<file path="src/pkg/dtu_pkg.sv">
// Shared constants and types of the data transfer unit.
// Notes on behaviour
// - Direct move between locations, accumulator untouched.
// - Internal moves take one or two cycles.
// - Load sixteen-bit immediate into data pointer.
// - Push increments stack pointer, then writes.
// - Pop reads stack, then decrements pointer.
// - Stack reached indirectly, never function space.
// - Missing upper RAM drops pushes, pops undefined.
// - Byte exchange swaps accumulator and operand.
// - Nibble exchange swaps low nibbles only.
// - External address from pointer register or pointer.
// - Sixteen-bit access drives upper address port.
// - External accesses take two machine cycles.
// - Accumulator is the only external data end.
// - External strobes idle outside external moves.
// - Table reads use program strobe, never write.
// - Pointer table read at pointer plus accumulator.
// - Counter table read at next address plus accumulator.
package dtu_pkg;
    localparam int unsigned CLK_HZ = 50_000_000;
    localparam int unsigned REF_HZ = 12_000_000;
    localparam int unsigned OSC_PER_MC = 12;
    // Machine cycle length in core clocks (one microsecond at 12 MHz).
    localparam int unsigned MC_CLKS = OSC_PER_MC;
    localparam logic [7:0] SP_RESET = 8'h07;
    localparam logic [7:0] FUNC_SPACE_BASE = 8'h80;
    localparam int unsigned LOW_RAM_BYTES = 128;

    typedef enum logic [3:0] {
        DTU_OP_MOV_A_SRC = 4'h0,
        DTU_OP_MOV_DST_A = 4'h1,
        DTU_OP_MOV_DST_SRC = 4'h2,
        DTU_OP_LOAD_DP = 4'h3,
        DTU_OP_PUSH = 4'h4,
        DTU_OP_POP = 4'h5,
        DTU_OP_XCH = 4'h6,
        DTU_OP_LOW_NIBBLE_EXCHANGE = 4'h7,
        DTU_OP_XRD_RI = 4'h8,
        DTU_OP_XWR_RI = 4'h9,
        DTU_OP_XRD_DP = 4'hA,
        DTU_OP_XWR_DP = 4'hB,
        DTU_OP_TBL_DP = 4'hC,
        DTU_OP_TBL_PC = 4'hD
    } dtu_op_e;

    typedef enum logic [1:0] {
        DTU_MODE_DIR = 2'h0,
        DTU_MODE_IND = 2'h1,
        DTU_MODE_REG = 2'h2,
        DTU_MODE_IMM = 2'h3
    } dtu_mode_e;
endpackage

</file>
<file path="src/hw/dtu_core.sv">
// Data transfer execution unit of an 8-bit core.
module dtu_core
    import dtu_pkg::*;
#(
    parameter bit HAS_UPPER = 1'b1
) (
    // Clock and reset.
    input wire logic core_clk_in,
    input wire logic rst_n_in,
    // Instruction issue.
    input wire logic issue_in,
    input wire logic [3:0] op_in,
    input wire logic [1:0] src_mode_in,
    input wire logic [1:0] dst_mode_in,
    input wire logic [7:0] src_byte_in,
    input wire logic [7:0] dst_byte_in,
    input wire logic [15:0] imm16_in,
    input wire logic [2:0] reg_sel_in,
    input wire logic ptr_sel_in,
    input wire logic [15:0] next_pc_in,
    output logic ready_out,
    output logic done_out,
    // Function space access.
    output logic func_we_out,
    output logic [7:0] func_addr_out,
    output logic [7:0] func_wdata_out,
    input wire logic [7:0] func_rdata_in,
    // External data memory.
    output logic [7:0] ext_addr_lo_out,
    output logic [7:0] ext_addr_hi_out,
    output logic ext_addr_hi_en_out,
    output logic [7:0] ext_wdata_out,
    output logic ext_wdata_en_out,
    input wire logic [7:0] ext_rdata_in,
    output logic ext_rd_strobe_n_out,
    output logic ext_wr_strobe_n_out,
    // Program memory.
    output logic [15:0] code_addr_out,
    input wire logic [7:0] code_rdata_in,
    output logic program_store_read_strobe_n_out,
    // Architectural state view.
    output logic [7:0] accumulator_out,
    output logic [7:0] stack_pointer_out,
    output logic [15:0] data_pointer_out
);

    // =========================================================
    // State.
    // =========================================================
    typedef enum logic [1:0] {
        DTU_ST_IDLE = 2'b00,
        DTU_ST_EXEC = 2'b01
    } dtu_state_e;

    dtu_state_e state;
    logic [3:0] op;
    logic [1:0] smode;
    logic [1:0] dmode;
    logic [7:0] sbyte;
    logic [7:0] dbyte;
    logic [15:0] imm;
    logic [2:0] rsel;
    logic psel;
    logic [15:0] npc;
    logic [7:0] accumulator;
    logic [7:0] stack_pointer;
    logic [15:0] data_pointer;
    logic [15:0] pin_sync1;
    logic [15:0] pin_sync2;
    logic [7:0] src_keep;

    // =========================================================
    // Operand decoding.
    // =========================================================
    function automatic logic [7:0] ea(input logic [1:0] mode,
                                      input logic [7:0] opnd,
                                      input logic [7:0] ptr_val,
                                      input logic [7:0] reg_addr);
        case (mode)
            DTU_MODE_DIR: ea = opnd;
            DTU_MODE_IND: ea = ptr_val;
            DTU_MODE_REG: ea = reg_addr;
            default: ea = opnd;
        endcase
    endfunction

    function automatic logic is_func(input logic [1:0] mode,
                                     input logic [7:0] addr);
        is_func = (mode == DTU_MODE_DIR) && (addr >= FUNC_SPACE_BASE);
    endfunction

    logic start;
    logic mc_end;
    logic two_mc;
    logic [7:0] ptr_addr;
    logic [7:0] reg_addr;
    logic [7:0] ptr_val;
    logic [7:0] rd_a_addr;
    logic [7:0] rd_b_addr;
    logic [7:0] ram_a;
    logic [7:0] ram_b;
    logic [7:0] src_ea;
    logic [7:0] dst_ea;
    logic src_func;
    logic dst_func;
    logic [7:0] src_val;
    logic [7:0] dst_val;
    logic [7:0] stack_next;
    logic is_ext;
    logic is_ext_wide;
    logic is_ext_wr;
    logic is_tbl;
    logic [15:0] tbl_addr;
    assign ready_out = (state == DTU_ST_IDLE);
    assign start = issue_in && ready_out;
    // Register bank R0..R7 lives in low RAM; pointer register is R0/R1.
    assign reg_addr = {5'h00, rsel};
    assign ptr_addr = {7'h00, psel};
    assign ptr_val = ram_b;
    assign src_ea = ea(smode, sbyte, ptr_val, reg_addr);
    assign dst_ea = ea(dmode, dbyte, ptr_val, reg_addr);
    assign src_func = is_func(smode, src_ea);
    assign dst_func = is_func(dmode, dst_ea);
    assign stack_next = stack_pointer + 8'h01;

    // Stack is always RAM, reached through the stack pointer.
    assign rd_a_addr = (op == DTU_OP_POP) ? stack_pointer :
                       (op == DTU_OP_MOV_A_SRC ||
                        op == DTU_OP_MOV_DST_SRC ||
                        op == DTU_OP_PUSH) ? src_ea : dst_ea;
    assign rd_b_addr = ptr_addr;
    assign src_val = (smode == DTU_MODE_IMM) ? sbyte :
                     src_func ? func_rdata_in : ram_a;
    assign dst_val = dst_func ? func_rdata_in : ram_a;

    assign is_ext = (op >= DTU_OP_XRD_RI) && (op <= DTU_OP_XWR_DP);
    assign is_ext_wide = (op == DTU_OP_XRD_DP) || (op == DTU_OP_XWR_DP);
    assign is_ext_wr = (op == DTU_OP_XWR_RI) || (op == DTU_OP_XWR_DP);
    assign is_tbl = (op == DTU_OP_TBL_DP) || (op == DTU_OP_TBL_PC);

    // Pointer table: data pointer plus unsigned accumulator.
    // Counter table: already advanced counter plus accumulator.
    assign tbl_addr = ((op == DTU_OP_TBL_DP) ? data_pointer : npc) +
                      {8'h00, accumulator};

    // Two-cycle group versus one-cycle group.
    assign two_mc = (op_in == DTU_OP_MOV_DST_SRC) ||
                    (op_in == DTU_OP_LOAD_DP) || (op_in == DTU_OP_PUSH) ||
                    (op_in == DTU_OP_POP) || (op_in >= DTU_OP_XRD_RI);

    dtu_cycle_timer u_timer (
        .core_clk_in(core_clk_in),
        .rst_n_in(rst_n_in),
        .start_in(start),
        .two_mc_in(two_mc),
        .mc_end_out(mc_end),
        .last_out(),
        .busy_out()
    );

    // =========================================================
    // Write-back selection.
    // =========================================================
    logic ram_we;
    logic [7:0] ram_waddr;
    logic [7:0] ram_wdata;
    logic fin;

    assign fin = (state == DTU_ST_EXEC) && mc_end;
    assign done_out = fin;

    always_comb begin
        ram_we = 1'b0;
        ram_waddr = dst_ea;
        ram_wdata = src_val;
        func_we_out = 1'b0;
        func_addr_out = src_ea;
        func_wdata_out = src_val;
        case (op)
            DTU_OP_MOV_DST_A, DTU_OP_XCH, DTU_OP_LOW_NIBBLE_EXCHANGE: begin
                func_addr_out = dst_ea;
                func_we_out = fin && dst_func;
                ram_we = fin && !dst_func;
                ram_wdata = (op == DTU_OP_LOW_NIBBLE_EXCHANGE) ?
                            {dst_val[7:4], accumulator[3:0]} : accumulator;
                func_wdata_out = ram_wdata;
            end
            DTU_OP_MOV_DST_SRC, DTU_OP_POP: begin
                // For a move the shared port turns to the target on the write edge; for pop it stays on the target.
                func_addr_out = (op == DTU_OP_POP) ? dbyte :
                                (fin && dst_func) ? dst_ea : src_ea;
                // Copy any location to any other.
                ram_waddr = (op == DTU_OP_POP) ? dbyte : dst_ea;
                ram_wdata = (op == DTU_OP_POP) ? ram_a :
                            src_func ? src_keep : src_val;
                func_wdata_out = ram_wdata;
                func_we_out = fin && ram_waddr >= FUNC_SPACE_BASE &&
                              dmode == DTU_MODE_DIR;
                ram_we = fin && !func_we_out;
            end
            DTU_OP_PUSH: begin
                // Write lands on the already incremented slot.
                ram_waddr = stack_next;
                ram_we = fin;
            end
            default: ram_we = 1'b0;
        endcase
    end

    dtu_ram #(
        .HAS_UPPER(HAS_UPPER)
    ) u_ram (
        .core_clk_in(core_clk_in),
        .we_in(ram_we),
        .waddr_in(ram_waddr),
        .wdata_in(ram_wdata),
        .raddr_a_in(rd_a_addr),
        .rdata_a_out(ram_a),
        .raddr_b_in(rd_b_addr),
        .rdata_b_out(ram_b)
    );

    // =========================================================
    // External and program memory pins.
    // =========================================================
    logic ext_act;
    assign ext_act = (state == DTU_ST_EXEC) && is_ext;
    // Address from pointer register or data pointer.
    assign ext_addr_lo_out = is_ext_wide ? data_pointer[7:0] : ptr_val;
    assign ext_addr_hi_out = data_pointer[15:8];
    // Upper port used only by the wide form.
    assign ext_addr_hi_en_out = ext_act && is_ext_wide;
    // Accumulator is the sole data source.
    assign ext_wdata_out = accumulator;
    assign ext_wdata_en_out = ext_act && is_ext_wr;
    // Strobes idle unless an external move runs.
    assign ext_rd_strobe_n_out = !(ext_act && !is_ext_wr);
    assign ext_wr_strobe_n_out = !(ext_act && is_ext_wr);
    // Table reads only ever read program memory.
    assign code_addr_out = tbl_addr;
    assign program_store_read_strobe_n_out =
        !((state == DTU_ST_EXEC) && is_tbl);

    // =========================================================
    // Sequencing and architectural registers.
    // =========================================================
    always_ff @(posedge core_clk_in or negedge rst_n_in) begin
        if (!rst_n_in) begin
            pin_sync1 <= 16'h0000;
            pin_sync2 <= 16'h0000;
            src_keep <= 8'h00;
        end else begin
            pin_sync1 <= {code_rdata_in, ext_rdata_in};
            pin_sync2 <= pin_sync1;
            src_keep <= src_val;
        end
    end
    always_ff @(posedge core_clk_in or negedge rst_n_in) begin
        if (!rst_n_in) begin
            state <= DTU_ST_IDLE;
            op <= 4'h0;
            smode <= 2'h0;
            dmode <= 2'h0;
            sbyte <= 8'h00;
            dbyte <= 8'h00;
            imm <= 16'h0000;
            rsel <= 3'h0;
            psel <= 1'b0;
            npc <= 16'h0000;
        end else begin
            case (state)
                DTU_ST_IDLE: begin
                    if (start) begin
                        state <= DTU_ST_EXEC;
                        op <= op_in;
                        smode <= src_mode_in;
                        dmode <= dst_mode_in;
                        sbyte <= src_byte_in;
                        dbyte <= dst_byte_in;
                        imm <= imm16_in;
                        rsel <= reg_sel_in;
                        psel <= ptr_sel_in;
                        npc <= next_pc_in;
                    end
                end
                DTU_ST_EXEC: begin
                    if (mc_end) begin
                        state <= DTU_ST_IDLE;
                    end
                end
                default: begin
                    state <= DTU_ST_IDLE;
                end
            endcase
        end
    end

    logic [7:0] next_acc;
    always_comb begin
        next_acc = accumulator;
        case (op)
            DTU_OP_MOV_A_SRC: next_acc = src_val;
            DTU_OP_XCH: next_acc = dst_val;
            DTU_OP_LOW_NIBBLE_EXCHANGE: next_acc = {accumulator[7:4], dst_val[3:0]};
            DTU_OP_XRD_RI, DTU_OP_XRD_DP: next_acc = pin_sync2[7:0];
            DTU_OP_TBL_DP, DTU_OP_TBL_PC: next_acc = pin_sync2[15:8];
            default: next_acc = accumulator;
        endcase
    end

    always_ff @(posedge core_clk_in or negedge rst_n_in) begin
        if (!rst_n_in) begin
            accumulator <= 8'h00;
            stack_pointer <= SP_RESET;
            data_pointer <= 16'h0000;
        end else if (fin) begin
            accumulator <= next_acc;
            if (op == DTU_OP_LOAD_DP) begin
                data_pointer <= imm;
            end
            if (op == DTU_OP_PUSH) begin
                stack_pointer <= stack_next;
            end else if (op == DTU_OP_POP) begin
                stack_pointer <= stack_pointer - 8'h01;
            end
        end
    end

    assign accumulator_out = accumulator;
    assign stack_pointer_out = stack_pointer;
    assign data_pointer_out = data_pointer;
endmodule

</file>
<file path="src/hw/dtu_cycle_timer.sv">
// Machine cycle timer: counts execution length of one instruction.
module dtu_cycle_timer
    import dtu_pkg::*;
#(
    parameter int unsigned MC_LEN = MC_CLKS
) (
    // Clock and reset.
    input wire logic core_clk_in,
    input wire logic rst_n_in,
    // Control.
    input wire logic start_in,
    input wire logic two_mc_in,
    // Status.
    output logic mc_end_out,
    output logic last_out,
    output logic busy_out
);
    localparam int W = $clog2(2 * MC_LEN + 1);
    logic [W-1:0] cnt;
    logic [W-1:0] next_cnt;
    logic [W-1:0] span;
    logic busy;

    // Each machine cycle spans twelve clocks of the core.
    assign span = two_mc_in ? W'(2 * MC_LEN) : W'(MC_LEN);
    assign next_cnt = start_in ? span - W'(1) : cnt - W'(1);
    assign mc_end_out = busy && (cnt == W'(0));
    assign last_out = mc_end_out;
    assign busy_out = busy;

    always_ff @(posedge core_clk_in or negedge rst_n_in) begin
        if (!rst_n_in) begin
            cnt <= '0;
            busy <= 1'b0;
        end else if (start_in) begin
            cnt <= next_cnt;
            busy <= 1'b1;
        end else if (busy) begin
            cnt <= next_cnt;
            busy <= (cnt != W'(0));
        end
    end
endmodule

</file>
<file path="src/hw/dtu_ram.sv">
// Internal data RAM with optional upper half.
module dtu_ram
    import dtu_pkg::*;
#(
    parameter bit HAS_UPPER = 1'b1
) (
    // Clock.
    input wire logic core_clk_in,
    // Write port.
    input wire logic we_in,
    input wire logic [7:0] waddr_in,
    input wire logic [7:0] wdata_in,
    // Read ports.
    input wire logic [7:0] raddr_a_in,
    output logic [7:0] rdata_a_out,
    input wire logic [7:0] raddr_b_in,
    output logic [7:0] rdata_b_out
);
    logic [7:0] mem [0:255];
    logic wr_ok;

    // Without upper RAM, writes above the lower half vanish.
    assign wr_ok = HAS_UPPER || (waddr_in < 8'(LOW_RAM_BYTES));
    // Reads there return whatever the array holds, i.e. undefined.
    assign rdata_a_out = mem[raddr_a_in];
    assign rdata_b_out = mem[raddr_b_in];

    always_ff @(posedge core_clk_in) begin
        if (we_in && wr_ok) begin
            mem[waddr_in] <= wdata_in;
        end
    end
endmodule

</file>
<file path="config.mk">
export PLATFORM = sky130hd
export DESIGN_NAME = dtu_core
export DESIGN_NICKNAME = d
export VERILOG_FILES = /design/src/pkg/dtu_pkg.sv /design/src/hw/dtu_core.sv /design/src/hw/dtu_cycle_timer.sv /design/src/hw/dtu_ram.sv
export SDC_FILE = /design/constraint.sdc
export NUM_CORES = 2
export LEC_CHECK = 0
export BUFFER_PORTS_ARGS = -buffer_cell sky130_fd_sc_hd__buf_2
export CORE_MARGIN = 2
export CORE_UTILIZATION = 40
export CTS_CLUSTER_DIAMETER = 50
export DETAILED_ROUTE_END_ITERATION = 10
export PLACE_DENSITY = 0.6
export SETUP_SLACK_MARGIN = 0.4
export SYNTH_ARGS = -nofsm -noshare
export SYNTH_HDL_FRONTEND = slang
export SYNTH_SLANG_ARGS = --single-unit
</file>
<file path="constraint.sdc">
create_clock -name core_clk_in -period 14.6 [get_ports core_clk_in]
set_input_delay 2.92 -clock core_clk_in [delete_from_list [all_inputs] [get_ports core_clk_in]]
set_output_delay 2.92 -clock core_clk_in [all_outputs]
set_load 0.1 [all_outputs]
</file>
# == Yosys cells after proc, flatten, opt, wreduce, memory -nomap -nowiden ==
# Memories as Yosys holds them, arrays and structs flattened.
# Index checks and enable logic that the tools add are counted.
# word_totals
register_bits,140
latch_bits,0
mem_bits_rw,2048
romBits,0
in_bits,87
out_inout_bits,96
word_cells,142
n_memories,1
# mem_list
memory,words,word_bits,rd,rd_ports_with_merged_regs,wr,line_no,rtl
u_ram.mem,256,8,2,0,1,dtu_ram.sv:19,logic [7:0] mem [0:255];
# op_classes
add_sub_neg,5
mul,0
n_div,0
n_lt_le_gt_ge,6
n_eq_ne,25
shifts,0
n_mux,34
bitwise,1
reduce_logical,51
# ops
op,n
two-way mux 8 bit,14
case mux 8 bit (2 select lines),5
case mux 8 bit (5 select lines),1
equality test 4 x 3 -> 1 bit (second input constant),6
equality test 4 bit (second input constant),6
greater-or-equal comparator 8 bit (second input constant),3
two-way mux 5 bit,4
adder 16 x 8 -> 16 bit,1
equality test 4 x 2 -> 1 bit (second input constant),4
logical AND 1 bit,16
two-way mux 16 bit,1
AND reduction 2 bit,5
nonzero test 5 bit,2
subtractor 5 x 1 -> 5 bit (second input constant),2
logical OR 1 bit,9
adder 8 x 1 -> 8 bit (second input constant),1
greater-or-equal comparator 4 bit (second input constant),2
subtractor 8 x 1 -> 8 bit (second input constant),1
equality test 2 x 1 -> 1 bit (second input constant),3
equality test 2 bit (second input constant),3
logical NOT 1 bit,6
logical NOT 2 bit,3
OR reduction 2 bit,3
logical NOT 5 bit,1
15 further kinds,20

# == Logic depth before layout (Yosys ltp) ==
# logic_depth
depth_word,11
mapped_depth,22
depth_no_buf,17

# == Hierarchy ==
# From an unflattened synthesis, not the netlist that was laid out.
# hier_totals
cells_unflattened,5637
hier_area_um2,104831.8
# modules_own_cells
mod,instances,cells_per_inst,area_per_inst_um2,seq_area_each_um2
dtu_ram,1,4831,96652.7,61499.0
dtu_core,1,773,7835.0,3331.9
dtu_cycle_timer,1,33,344.1,150.1

# == Least setup slack after synthesis ==
# Ideal clock, no wire load.
# synth_timing
path_type,register -> output
startpoint,reg smode[0]
endpoint,out func_wdata_out[5]
t_arrival_ns,11.502
slack_ns,0.178
path_stages_with_launch,20
cell_sequence,dfrtp_1 > inv_1 > ha_1 > clkbuf_1 > nand3_1 > o2111ai_4 > o211a_1 > buf_6 > buf_8 > buf_6 > a22oi_1 > a221oi_1 > a31oi_1 > o21ai_0 > nor4_1 > o32ai_1 > and4_1 > mux2i_1 > o21a_1 > a21oi_1
# synth_via
elab_chain_cells,10
elab_cells_between_ends,17
# synth_lines
item,line_no,rtl
from (decl),dtu_core.sv:57,logic [1:0] smode;
from (signal assigned),dtu_core.sv:276,smode <= src_mode_in;
equality test 2 bit / equality test 2 x 1 -> 1 bit (equally long branches),dtu_core.sv:79,case (mode)
case mux 8 bit (2 select lines),dtu_core.sv:79,
two-way mux 8 bit,dtu_core.sv:130,op == DTU_OP_PUSH) ? src_ea : dst_ea;
two-way mux 8 bit,dtu_core.sv:127,assign rd_a_addr = (op == DTU_OP_POP) ? stack_pointer :
memory read (256 x 8 bit),-,
two-way mux 8 bit,dtu_core.sv:133,src_func ? func_rdata_in : ram_a;
two-way mux 8 bit,dtu_core.sv:132,assign src_val = (smode == DTU_MODE_IMM) ? sbyte :
two-way mux 8 bit,dtu_core.sv:195,src_func ? src_keep : src_val;
two-way mux 8 bit,dtu_core.sv:194,ram_wdata = (op == DTU_OP_POP) ? ram_a :
case mux 8 bit (2 select lines) (*),dtu_core.sv:179,case (op)
to (decl),dtu_core.sv:26,"output logic [7:0] func_wdata_out,"
# Every way passes the cells marked *; elsewhere a longest branch is shown, timed or not.

# == Final worst setup path ==
# layout_timing
startpoint,reg op[2]
endpoint,out func_wdata_out[2]
# layout_via
elab_chain_cells,11
elab_cells_between_ends,19
# layout_lines
item,line_no,rtl
from (decl),dtu_core.sv:56,logic [3:0] op;
from (signal assigned),dtu_core.sv:275,op <= op_in;
equality test 4 x 2 -> 1 bit / logical NOT 4 bit (equally long branches),"dtu_core.sv:129, dtu_core.sv:128",
logical OR 1 bit,dtu_core.sv:128,(op == DTU_OP_MOV_A_SRC ||
logical OR 1 bit,dtu_core.sv:129,op == DTU_OP_MOV_DST_SRC ||
two-way mux 8 bit,dtu_core.sv:130,
two-way mux 8 bit (*),dtu_core.sv:127,
memory read (256 x 8 bit) (*),-,
two-way mux 8 bit (*),dtu_core.sv:133,
two-way mux 8 bit (*),dtu_core.sv:132,
net src_val[2],dtu_core.sv:106,logic [7:0] src_val;
two-way mux 8 bit,dtu_core.sv:195,
two-way mux 8 bit,dtu_core.sv:194,
case mux 8 bit (2 select lines) (*),dtu_core.sv:179,
# The timed path passes the listed nets; every way through them passes the cells marked *.

==> results.yml <==
logic_synthesis:
  yosys.area.top_type_share: 0.678
  synth-simple-area-share: 0.130
  syn_avg_cell_area_um2: 13.1
  synth_area_leaders: "edfxtp_1 68%, nand2_1 6.5%, dfrtp_1 3.8%"
  syn_nets: 7009
  synth_compound_area_frac: 0.0798
  yosys-mux-area-fraction: 0.0371
  synth_top_family_by_area: "simple AND/OR/NAND/NOR gates"
  yosysSeqAreaShare: 0.717
  synthAdderAreaFrac: 0.00270
  synth_edf_count: 2048
  synthArstFlopShare: 0.0636
  synth_cells: 6903
  synth_flop_cell: "edfxtp_1"
  syn-cell-area_mm2: 0.0907
  synth_xor_area_frac: 0.00299
  synth_warnings: 0
  ys_types: 98
  post-synth-top-area-cell: "edfxtp_1"
  ys_ff_latch: 2187
sta:
  fin_crit_sh: 0.880
  hold_slack_ps: 345
  grt_setup_unrepaired: "no"
  fin_crit_ps: 12850
  fin_skew_ps: 71.0
  slew-limit-headroom: 0.0792
  tightest_slew_ps: 1360
  slew_violations: 0
  max_freq_ghz: 0.0778
  setup_violations: 0
  final.setup.tns_ps: 0
  layout_setup_ws_ps: 1750
  hold_viol_final: 0
floorplan:
  die_area_mm2: 0.230
  rows: 174
  die-width_um: 480
  die_h_um: 480
  coreArea_mm2: 0.225
  io_pins: 183
  initial_core_util: 0.403
clock_network:
  cts_sinks: 2187
  post_cts_resized: 0
  cts_buffers: 230
  root_buffer: "clkbuf_16"
  htree_levels: 4
  ctsHoldBuffers: 0
  clkLatencyLatePin_ps: 890
  cts_tree: "yes"
  post-cts-setup-buffers: 0
  clk_pin_slew_ps: 60
  clock_path_buffers: 3
routing:
  antenna_left: 0
  firstDrtPassIters: 8
  routed_wl_mm: 308
  viasPerCell: 6.04
  drt-wirelength-per-cell_um: 30.2
  drc_errors: 0
  via_count: 61461
  drt_iter0_drc: 8971
min_path:
  holdPathEnd: "pin_sync2[5]"
  hp-class: "flip-flop to flip-flop"
  worstHoldStart: "pin_sync1[5]"
  whs_path_depth: 0
layout:
  final_cell_mix: "2048 x edfxtp_1, 1560 x nand2_1, 559 x nand3_1"
  nNetsFinal: 7087
  drive_gt1_frac: 0.108
  final_common_cell: "edfxtp_1"
  syn2layout_area_growth_pct: 12.3
critical_path:
  crit_slowest_cell: "o311ai_1"
  crit_path_cell_trace: "nor3b_4, nand2_1, o221ai_4, buf_4, buf_4, nand2_1, o32ai_1, nor3_1, o311ai_1, o41ai_2, o31a_1, a21oi_2, nand2_1, nand2_4, buf_2"
  r2r-end: "u_ram.mem[229][4]"
  path_max_fanout: 41
  crit_top_cell: "nand2_1"
  worst-r2r-cell-count: 17
  timing.rr.start: "op[2]"
  r2r_slack_ps: 4660
  path_class: "flip-flop to output port"
  slowest_delay_ps: 1130
  endpoint_kind: "output port"
  crit_required_ps: 11680
  setup.worst_path.start_class: "flip-flop"
  cp.arrival_ps: 9930
global_routing:
  antenna_found_initial: 18
  grt_use_total: 0.260
  grt_max_degree: 181
  grt_pass1_wl_mm: 434
  grt_pass1_vias: 57359
  grt_overflow: 0
placement:
  hpwl_mm: 184
  pre_cts_ws_ps: 3120
  place.gp.congestion: 0.927
  io_buffers: 182
outcome:
  status: "completed"
job:
  max_cap_violations: 0
how the worst max path moves through the flow:
stage	end	startpoint	slack (ps)	depth (start not counted)
after floorplan	func_wdata_out[4]	dmode[0]	400	19
after global placement	func_wdata_out[2]	op[2]	3250	15
after detailed placement	func_wdata_out[2]	op[2]	3120	15
after CTS	func_wdata_out[2]	op[2]	2140	15
after global routing	func_wdata_out[2]	op[2]	1850	15
final	func_wdata_out[2]	op[2]	1750	15
stage by stage:
stage | cell area (um2) | utilization | cells
detailed placement | 94400 | 0.419 | 9741
CTS | 102000 | 0.452 | 10168
floorplan | 90700 | - | 6903
global placement | 94400 | 0.419 | 9740
finish | 102000 | 0.452 | 10173
global route | 102000 | 0.452 | 10169
cell families after synthesis:
group	after synthesis
buffers and inverters	534
flip-flops	2187
AO/OA/AOI/OAI	1046
XOR/XNOR	31
multiplexers	320
adder cells (fa/ha/maj)	19
AND/OR/NAND/NOR	2766
per-layer routing:
layer	global-route usage	vias up	share of wire
li1	-	25865	-
met1	0.362	30781	0.39
met3	0.0635	619	0.12
met2	0.392	4176	0.44
met4	0.105	20	0.043
met5	0	-	0.00044
area by class of cell:
| class | instances | area, um2 |
|---|---|---|
| clock buffers | 292 | 6090 |
| inverters | 53 | 199 |
| clock inverters | 135 | 1290 |
| diodes | 5 | 12.5 |
| multi-input cells | 4182 | 23200 |
| repair buffers | 327 | 2240 |
| well taps | 2992 | 3740 |
| flip-flops and latches | 2187 | 65000 |
| fillers | 20031 | 123000 |
worst max-delay path: cells and delay by family (launching register included):
kind	cells	cell delay, ps
AO/OA/AOI/OAI	6	3180
AND/OR/NAND/NOR	6	3140
flip-flops	1	820
buffers and inverters	3	1720
state kept, by name, summed over array words and instances (netlist names), 3 cells and up:
register           flops
src_keep               8
npc                   16
sbyte                  8
accumulator_out        8
u_ram.mem           2048
data_pointer_out      16
op                     4
pin_sync2             16
imm                   16
u_timer.cnt            5
pin_sync1             16
dbyte                  8
stack_pointer_out      8
rsel                   3
synth_stat cells (10+ instances only):
cell type  count
nor2_1       363
mux2i_1      262
o22ai_1       50
buf_4         86
o2111ai_1     33
o211ai_1      34
edfxtp_1    2048
o21a_1        12
nor2b_1       10
and3_1       157
nor3_1        29
nand3_1      559
a31oi_1      106
nor4_1        10
a21o_1        10
buf_6         21
nand4_1       14
a221oi_1      14
buf_1         12
dfrtp_1      136
o21ai_0      160
a22oi_1       30
o221ai_1      20
a211oi_1     146
clkbuf_1     155
inv_1         52
o31ai_1       12
mux2_2        50
xor2_1        11
nand2b_1      14
a21oi_1      206
xnor2_1       20
ha_1          18
buf_2        206
nand2_1     1564
a32oi_1       17
a311oi_1      61
o32ai_1       12
Power is left out: the tool's default activity adds up to more than one toggle a clock period on the data nets, which glitch-free logic cannot reach.
